`config.mk`:
```
export PLATFORM = sky130hd
export DESIGN_NAME = vtoc_port1_ctrl
export DESIGN_NICKNAME = d
export VERILOG_FILES = /design/src/verilog/vtoc_pkg.sv /design/src/verilog/vtoc_bip2.sv /design/src/verilog/vtoc_port1_ctrl.sv
export SDC_FILE = /design/constraint.sdc
export NUM_CORES = 1
export LEC_CHECK = 0
export BUFFER_PORTS_ARGS = -buffer_cell sky130_fd_sc_hd__buf_2
export CAP_MARGIN = 10
export CORE_MARGIN = 3
export CORE_UTILIZATION = 45
export DETAILED_ROUTE_END_ITERATION = 8
export GPL_ROUTABILITY_DRIVEN = 0
export GPL_TIMING_DRIVEN = 1
export PLACE_DENSITY_LB_ADDON = 0.1
export SYNTH_ARGS = -nofsm -noshare
export SYNTH_HDL_FRONTEND = slang
export SYNTH_HIERARCHICAL = 1
export SYNTH_SLANG_ARGS = --single-unit
```
`constraint.sdc`:
```
create_clock -name core_clk -period 4.46 [get_ports core_clk]
set_clock_uncertainty 0.15 [all_clocks]
set_input_delay 0.223 -clock core_clk [delete_from_list [all_inputs] [get_ports core_clk]]
set_output_delay 0.223 -clock core_clk [all_outputs]
set_load 0.01 [all_outputs]
```
`src/verilog/vtoc_pkg.sv`:
```
/*
  Shared constants and types of the port 1 VT/TU overhead control block.
  Assumes one core clock with synchronous reset; the stream carriers
  below are driven by logic on the same clock.
*/
// How it works
// - While the AIS control bit is set, every transmitted VT/TU byte, V1 to V4 included, is all ones.
// - While the force parity error bit is set, the two BIP-2 bits of V5 go out inverted, every multiframe.
// - While the force far end error bit is set, V5 bit 3 goes out inverted from its normal value.
// - While the remote defect bit is set, V5 bit 8 is sent as one.
// - While the remote failure bit is set, V5 bit 4 is sent as one.
// - The three-bit label goes into V5 bits 5 to 7, label bit 2 landing in V5 bit 7.
// - The low nibble of the channel register fills bits 3 to 6 of the first justification control byte, the high nibble those of the second.
// - The bus select bit takes the dropped tributary from the B-side bus when one and the A-side bus when zero.
// - The seven-bit tributary number with the bus select bit picks the tributary dropped to the port.
// - A tributary number of zero or beyond the range of the bus format selects nothing and the port output carries AIS.
// - In three-STS-1 format numbers run tributary fastest, then group, then STS-1, the last being 84.
// - Clearing the port output enable puts the port data and clock outputs into high impedance.
package vtoc_pkg;

  localparam logic [7:0] VTOC_OFS_TX_OVH_CTRL = 8'h0d;
  localparam logic [7:0] VTOC_OFS_TX_OVH_CHAN = 8'h0e;
  localparam logic [7:0] VTOC_OFS_DROP_SEL = 8'h0f;

  localparam logic [7:0] VTOC_RST_TX_OVH_CTRL = 8'h00;
  localparam logic [7:0] VTOC_RST_TX_OVH_CHAN = 8'h00;
  localparam logic [7:0] VTOC_RST_DROP_SEL = 8'h00;

  // Control and drop select register field positions
  localparam int VTOC_BIT_AIS = 7;
  localparam int VTOC_BIT_PAR_ERR = 6;
  localparam int VTOC_BIT_FEBE_ERR = 5;
  localparam int VTOC_BIT_RDI = 4;
  localparam int VTOC_BIT_RFI = 3;
  localparam int VTOC_LBL_MSB = 2;
  localparam int VTOC_LBL_LSB = 0;
  localparam int VTOC_BIT_BUS_SIDE = 7;
  localparam int VTOC_TRIB_MSB = 6;
  localparam int VTOC_TRIB_LSB = 0;

  // V5 byte layout, bit 1 of the byte is the MSB
  localparam int VTOC_V5_BIP_MSB = 7;
  localparam int VTOC_V5_BIP_LSB = 6;
  localparam int VTOC_V5_FEBE = 5;
  localparam int VTOC_V5_RFI = 4;
  localparam int VTOC_V5_LBL_MSB = 3;
  localparam int VTOC_V5_LBL_LSB = 1;
  localparam int VTOC_V5_RDI = 0;

  // Bits 3 to 6 of a justification control byte
  localparam int VTOC_JC_MSB = 5;
  localparam int VTOC_JC_LSB = 2;

  localparam logic [6:0] VTOC_TRIB_MAX_STS1 = 7'h1c;
  localparam logic [6:0] VTOC_TRIB_MAX_STS3 = 7'h54;
  localparam logic [6:0] VTOC_AIS_SLOT = 7'h01;
  localparam logic [7:0] VTOC_ALL_ONES = 8'hff;

  typedef enum logic [2:0] {
    VTOC_KIND_PTR = 3'h0,
    VTOC_KIND_V5 = 3'h1,
    VTOC_KIND_JC1 = 3'h2,
    VTOC_KIND_JC2 = 3'h3,
    VTOC_KIND_DATA = 3'h4
  } vtoc_kind_t;

  typedef struct packed {
    logic valid;
    logic mf_start;
    vtoc_kind_t kind;
    logic [7:0] data;
  } vtoc_tx_byte_t;

  typedef struct packed {
    logic valid;
    logic mf_start;
    logic [6:0] slot;
    logic [7:0] data;
  } vtoc_drop_byte_t;

endpackage

```
`src/verilog/vtoc_bip2.sv`:
```
/*
  BIP-2 accumulator over the transmitted VT/TU bytes.
  Assumes the stream it watches is the registered block output and that
  V1 to V4 are excluded from parity while V5 opens each multiframe.
*/
`timescale 1ns/1ps
module vtoc_bip2
  import vtoc_pkg::*;
(
  input wire logic core_clk,
  input wire logic sys_rst,
  input wire logic ce,
  input wire vtoc_tx_byte_t sent,
  output logic [1:0] running
);

  logic [1:0] acc;
  logic [1:0] fold;
  logic counted;

  // Odd byte bits feed the first parity bit, even ones the second
  assign fold = {sent.data[7] ^ sent.data[5] ^ sent.data[3] ^ sent.data[1],
                 sent.data[6] ^ sent.data[4] ^ sent.data[2] ^ sent.data[0]};
  assign counted = sent.valid && (sent.kind != VTOC_KIND_PTR);

  // Includes the byte on the output now, so V5 can use it at once
  assign running = counted && !sent.mf_start ? acc ^ fold : acc;

  always_ff @(posedge core_clk) begin
    if (sys_rst) begin
      acc <= 2'h0;
    end else if (ce && counted) begin
      if (sent.mf_start) begin
        acc <= fold;
      end else begin
        acc <= acc ^ fold;
      end
    end
  end

endmodule

```
`src/verilog/vtoc_port1_ctrl.sv`:
```
/*
  Port 1 transmit overhead, overhead channel and drop selection control.
  Assumes a same-clock processor port with one-cycle read and write
  strobes, and add/drop byte streams already retimed to core_clk.
*/
`timescale 1ns/1ps
module vtoc_port1_ctrl
  import vtoc_pkg::*;
(
  input wire logic core_clk,
  input wire logic sys_rst,
  input wire logic ce,
  input wire logic [7:0] cpu_addr,
  input wire logic [7:0] cpu_wdata,
  input wire logic cpu_wr,
  input wire logic cpu_rd,
  output logic [7:0] cpu_rdata,
  output logic cpu_rdata_valid,
  input wire logic bus_three_sts1,
  input wire logic port_output_enable,
  input wire vtoc_tx_byte_t tx_in,
  input wire logic tx_febe_value,
  output vtoc_tx_byte_t tx_out,
  input wire vtoc_drop_byte_t drop_a,
  input wire vtoc_drop_byte_t drop_b,
  output logic [7:0] port_drop_data,
  output logic port_drop_valid,
  output logic port_drop_ais,
  output logic drop_bus_side_select,
  output logic [6:0] drop_tributary_number,
  output logic port_data_oe,
  output logic port_clk_oe
);

  function automatic logic trib_in_range(input logic [6:0] num,
                                         input logic three);
    logic [6:0] top;
    top = three ? VTOC_TRIB_MAX_STS3 : VTOC_TRIB_MAX_STS1;
    trib_in_range = (num != 7'h00) && (num <= top);
  endfunction

  // Processor-visible registers
  logic [7:0] tx_ovh_ctrl;
  logic [7:0] tx_ovh_chan;
  logic [7:0] drop_sel;
  // Working copies, refreshed only on a multiframe boundary
  logic [7:0] act_ctrl;
  logic [7:0] act_chan;
  logic [7:0] act_sel;

  logic [1:0] bip_running;
  logic tx_mf_edge;
  logic drop_mf_edge;
  vtoc_drop_byte_t drop_src;
  logic sel_side;
  logic [6:0] sel_num;
  logic sel_ok;
  logic [7:0] next_v5;
  logic [7:0] next_tx_data;
  logic [7:0] ctrl_now;
  logic [7:0] chan_now;

  always_ff @(posedge core_clk) begin
    if (sys_rst) begin
      tx_ovh_ctrl <= VTOC_RST_TX_OVH_CTRL;
      tx_ovh_chan <= VTOC_RST_TX_OVH_CHAN;
      drop_sel <= VTOC_RST_DROP_SEL;
    end else if (ce && cpu_wr) begin
      case (cpu_addr)
        VTOC_OFS_TX_OVH_CTRL: tx_ovh_ctrl <= cpu_wdata;
        VTOC_OFS_TX_OVH_CHAN: tx_ovh_chan <= cpu_wdata;
        VTOC_OFS_DROP_SEL: drop_sel <= cpu_wdata;
        default: ;
      endcase
    end
  end

  // Reads return the written value; unmapped offsets read zero
  always_ff @(posedge core_clk) begin
    if (sys_rst) begin
      cpu_rdata <= 8'h00;
      cpu_rdata_valid <= 1'b0;
    end else if (ce) begin
      cpu_rdata_valid <= cpu_rd;
      if (cpu_rd) begin
        case (cpu_addr)
          VTOC_OFS_TX_OVH_CTRL: cpu_rdata <= tx_ovh_ctrl;
          VTOC_OFS_TX_OVH_CHAN: cpu_rdata <= tx_ovh_chan;
          VTOC_OFS_DROP_SEL: cpu_rdata <= drop_sel;
          default: cpu_rdata <= 8'h00;
        endcase
      end
    end
  end

  assign tx_mf_edge = tx_in.valid && tx_in.mf_start;

  // Transmit copies switch only where a multiframe begins
  always_ff @(posedge core_clk) begin
    if (sys_rst) begin
      act_ctrl <= VTOC_RST_TX_OVH_CTRL;
      act_chan <= VTOC_RST_TX_OVH_CHAN;
    end else if (ce && tx_mf_edge) begin
      act_ctrl <= tx_ovh_ctrl;
      act_chan <= tx_ovh_chan;
    end
  end

  // The boundary byte itself already uses the new settings
  assign ctrl_now = tx_mf_edge ? tx_ovh_ctrl : act_ctrl;
  assign chan_now = tx_mf_edge ? tx_ovh_chan : act_chan;

  vtoc_bip2 u_bip2 (
    .core_clk(core_clk),
    .sys_rst(sys_rst),
    .ce(ce),
    .sent(tx_out),
    .running(bip_running)
  );

  always_comb begin
    next_v5 = tx_in.data;
    next_v5[VTOC_V5_BIP_MSB:VTOC_V5_BIP_LSB] =
      ctrl_now[VTOC_BIT_PAR_ERR] ? ~bip_running : bip_running;
    next_v5[VTOC_V5_FEBE] =
      tx_febe_value ^ ctrl_now[VTOC_BIT_FEBE_ERR];
    next_v5[VTOC_V5_RFI] = ctrl_now[VTOC_BIT_RFI];
    next_v5[VTOC_V5_LBL_MSB] = ctrl_now[VTOC_LBL_LSB];
    next_v5[VTOC_V5_LBL_MSB - 1] = ctrl_now[VTOC_LBL_LSB + 1];
    next_v5[VTOC_V5_LBL_LSB] = ctrl_now[VTOC_LBL_MSB];
    next_v5[VTOC_V5_RDI] = ctrl_now[VTOC_BIT_RDI];
  end

  always_comb begin
    next_tx_data = tx_in.data;
    case (tx_in.kind)
      VTOC_KIND_V5: next_tx_data = next_v5;
      VTOC_KIND_JC1:
        next_tx_data[VTOC_JC_MSB:VTOC_JC_LSB] = chan_now[3:0];
      VTOC_KIND_JC2:
        next_tx_data[VTOC_JC_MSB:VTOC_JC_LSB] = chan_now[7:4];
      default: next_tx_data = tx_in.data;
    endcase
    if (ctrl_now[VTOC_BIT_AIS]) begin
      next_tx_data = VTOC_ALL_ONES;
    end
  end

  always_ff @(posedge core_clk) begin
    if (sys_rst) begin
      tx_out <= '0;
    end else if (ce) begin
      tx_out.valid <= tx_in.valid;
      tx_out.mf_start <= tx_in.mf_start;
      tx_out.kind <= tx_in.kind;
      tx_out.data <= next_tx_data;
    end
  end

  // Drop selection also waits for the drop multiframe boundary
  assign drop_mf_edge = (drop_a.valid && drop_a.mf_start) ||
                        (drop_b.valid && drop_b.mf_start);

  always_ff @(posedge core_clk) begin
    if (sys_rst) begin
      act_sel <= VTOC_RST_DROP_SEL;
    end else if (ce && drop_mf_edge) begin
      act_sel <= drop_sel;
    end
  end

  assign sel_side = act_sel[VTOC_BIT_BUS_SIDE];
  assign sel_num = act_sel[VTOC_TRIB_MSB:VTOC_TRIB_LSB];
  assign drop_src = sel_side ? drop_b : drop_a;
  // Numbering is linear, so range is the only check needed
  assign sel_ok = trib_in_range(sel_num, bus_three_sts1);

  always_ff @(posedge core_clk) begin
    if (sys_rst) begin
      port_drop_data <= 8'h00;
      port_drop_valid <= 1'b0;
      port_drop_ais <= 1'b1;
    end else if (ce) begin
      port_drop_ais <= !sel_ok;
      if (sel_ok) begin
        port_drop_valid <= drop_src.valid &&
                           (drop_src.slot == sel_num);
        port_drop_data <= drop_src.data;
      end else begin
        // AIS keeps the timing of the first tributary slot
        port_drop_valid <= drop_src.valid &&
                           (drop_src.slot == VTOC_AIS_SLOT);
        port_drop_data <= VTOC_ALL_ONES;
      end
    end
  end

  always_ff @(posedge core_clk) begin
    if (sys_rst) begin
      drop_bus_side_select <= 1'b0;
      drop_tributary_number <= 7'h00;
    end else if (ce) begin
      drop_bus_side_select <= sel_side;
      drop_tributary_number <= sel_num;
    end
  end

  // Output enables low at reset: no drive until software allows it
  always_ff @(posedge core_clk) begin
    if (sys_rst) begin
      port_data_oe <= 1'b0;
      port_clk_oe <= 1'b0;
    end else if (ce) begin
      port_data_oe <= port_output_enable;
      port_clk_oe <= port_output_enable;
    end
  end

endmodule

```
==> results.yml <==
final_layout:
  drive_gt1_share_pct: 26.1
  finalNonFillerCells: 734
  final_util_pct: 56.8
  design_area_um2: 5370
  fill_cells: 922
  n_antenna_cell: 0
  final_nets: 673
  area_growth_pct: 19.3
die:
  die_area_um2: 11200
  ios: 113
  core_um2: 9460
  num_rows: 35
  die_w_um: 106
  start_util_pct: 47.6
  die_height_um: 106
detailed_routing:
  via_count: 3939
  wl_um: 11300
  ant_nets: 0
  avgRoutedWirePerCell_um: 15.4
  viasPerCell: 5.37
  drc: 0
  dr.pass1.iters: 4
  first_iter_violations: 256
power:
  p_int_mw: 1.18
  ir_drop_mv: 0.177
  pwr-share-clk_pct: 35.8
  leakagePower_nw: 2.28
  p_sw_mw: 0.409
  power_density_nw_per_um2: 296
  swShare_pct: 25.7
  p_comb_share_pct: 11.5
  p_total_mw: 1.59
  p_seq_share_pct: 52.8
synthesis:
  synth_top_area_share_pct: 40.5
  synth_edf_count: 0
  synth-seq-cells: 91
  avgSynthCellArea_um2: 8.99
  synthArstFlopShare_pct: 0
  synth_cell_types: 57
  ys_top_cells_by_area: "dfxtp_1 40%, mux2i_1 14%, nor2_1 7.2%, nand2_1 3.9%, a21oi_1 3.3%"
  synth-warning-count: 6
  netlist_area_um2: 4500
  syn_inst: 501
  yosysSeqAreaShare_pct: 40.5
  synth_nets: 574
  synthFlopType: "dfxtp_1"
  yosysTopAreaCell: "dfxtp_1"
worst_setup_path:
  crit_fanout: 10
  start_kind: "flop"
  r2r_slack_ps: 2070
  crit_path_end: "port_drop_ais"
  r2r_start: "act_sel[6]"
  crit_type: "reg2reg"
  worstRegToRegCells: 6
  reg2reg_to: "port_drop_ais"
  crit_path_start: "act_sel[6]"
  critPathCaptureType: "flop"
  critical_path_required_ps: 4560
  cp.arrival_ps: 2490
grt:
  grt-ovfl-total: 0
  track_usage_pct: 20.2
  grt_pass1_vias: 3779
  grt_pass1_wl_um: 18500
  antenna_found_initial: 0
  grt_max_degree: 52
sta:
  worst_slew_pin_slew_ps: 983
  fmax_ghz: 0.419
  slew_violations: 0
  hold_viol: 0
  post-route-period-util_pct: 53.5
  max_slew_margin_pct: 34.4
  whs_ps: 22.7
  fin_crit_ps: 2390
  worst_slack_ps: 2070
  rsz0062_at_grt: "false"
  setup_violations: 0
  tns_ps: 0
placed_design:
  dp_cells: 710
  place_area_um2: 5090
  pre_cts_slack_ps: 1940
  io_buffers: 112
  dp_hpwl_um: 8260
clocking:
  cts_buffer_depth: 2
  clock_sinks: 91
  cts_tree: "built"
  htreeDepth: 3
  clkLatencyLatePin_ps: 360
  path_clk_slew_ps: 90
  cts_setup_buffers: 0
  cts-root-buf: "clkbuf_8"
  cts_made_buffers: 9
run:
  maxCapViolCount: 0
run_status:
  status: "finished, final reports clean"
min_path:
  hp-class: "in2reg"
-- logic make-up after synthesis --
kind of cell | count (synthesis) | synth area share, %
simple gates | 190 | 20.3
flops | 91 | 40.5
compound gates | 87 | 13.9
mux | 78 | 18.5
buf+inv | 41 | 3.95
xor+xnor | 12 | 2.33
fa+ha+maj | 2 | 0.556
-- flip-flops by register name, indices dropped and copies added (netlist names) --
| signal | flops |
|---|---|
| act_sel | 8 |
| tx_ovh_chan | 8 |
| drop_sel | 8 |
| act_ctrl | 8 |
| port_clk_oe | 1 |
| u_bip2/acc | 2 |
| port_drop_valid | 1 |
| tx_out | 13 |
| drop_tributary_number | 7 |
| port_drop_ais | 1 |
| cpu_rdata | 8 |
| drop_bus_side_select | 1 |
| cpu_rdata_valid | 1 |
| port_drop_data | 8 |
| act_chan | 8 |
| tx_ovh_ctrl | 8 |
-- synth_stat cells (2+ instances only) --
library cell  instances
and2_1                2
nor4_4                3
inv_1                 7
xnor2_1               9
buf_1                 4
a311oi_1             11
dfxtp_1              91
nor2_1               86
a22oi_1               8
or4b_1                2
nand3_1              13
a22o_1                2
mux2_2               11
o22ai_1               3
buf_6                 2
nand3b_1              3
o21ai_0               8
nor3_1                7
a221oi_1              3
nand2_1              47
nand4_1               2
clkbuf_1             23
o211a_1               2
nor2b_1               4
and3_1                3
mux2i_1              63
ha_1                  2
and3_2                2
a211oi_1              7
xor2_1                3
buf_2                 4
a31oi_1               2
nand2b_1              7
a21oi_1              30
mux4_2                3
-- critical path, cell delays in order, from the launching register on --
cell,delay [ps]
dfxtp_1,380
ha_1,410
and4b_1,380
a22o_1,220
and3_1,400
a21oi_1,110
or2_1,230
-- layer usage --
metal / GRT usage, % / part of all wire [%] / vias up
li1: - / - / 1976
met1: 26.4 / 45 / 1847
met2: 34.6 / 48 / 107
met3: 4.31 / 5.8 / 9
met4: 3.89 / 0.86 / 0
met5: 0 / 0 / -
-- how the worst min path moves through the flow --
| stage | startpoint | endpoint | slack, ps | cells after the start |
|---|---|---|---|---|
| finish | cpu_wdata[4] | drop_sel[4] | 20 | 3 |
| global route | tx_in[7] | tx_out[7] | 20 | 3 |
| CTS | cpu_wdata[4] | drop_sel[4] | 8 | 3 |
| detailed placement | act_chan[1] | act_chan[1] | 290 | 2 |
| global placement | act_chan[6] | act_chan[6] | 290 | 2 |
| floorplan | cpu_wdata[0] | drop_sel[0] | 220 | 2 |
-- cells in the final DEF (no fill, tap or decap), types with 4 or more instances in the layout --
cell type / count
nor2b_1: 4
nand2b_1: 7
dfxtp_1: 91
nand3_1: 13
nor3_1: 7
xnor2_1: 9
mux2_2: 11
mux2i_1: 63
buf_2: 112
a211oi_1: 7
a21oi_1: 30
a311oi_1: 11
inv_1: 7
nor2_1: 86
a22oi_1: 8
nand2_1: 47
clkbuf_8: 10
dlygate4sd3_1: 8
o21ai_0: 8
-- area by class of cell --
cell class | count | area, µm² | share of cell area [%]
Clock buffer | 11 | 141 | 2.63
Sequential cell | 91 | 1820 | 33.9
Timing Repair Buffer | 122 | 656 | 12.2
Clock inverter | 5 | 62.6 | 1.16
Multi-Input combinational cell | 369 | 2500 | 46.6
Inverter | 7 | 26.3 | 0.489
Tap cell | 129 | 161 | 3.00
-- power by group through the flow --
stage                     logic [mW]  registers, mW  clock network, mW
final                          0.183          0.840              0.570
after global routing           0.203          0.843              0.618
after CTS                      0.184          0.840              0.586
after detailed placement       0.178          0.859                  0
after global placement         0.175          0.859                  0
after floorplan               0.0988          0.864                  0
-- repair_timing --
item                                   in CTS  in global routing
endpoints found under the hold margin      11                  0
gates resized for setup                     0                  0
hold buffers                                8                  0
Power figures use the tool's default switching activity.
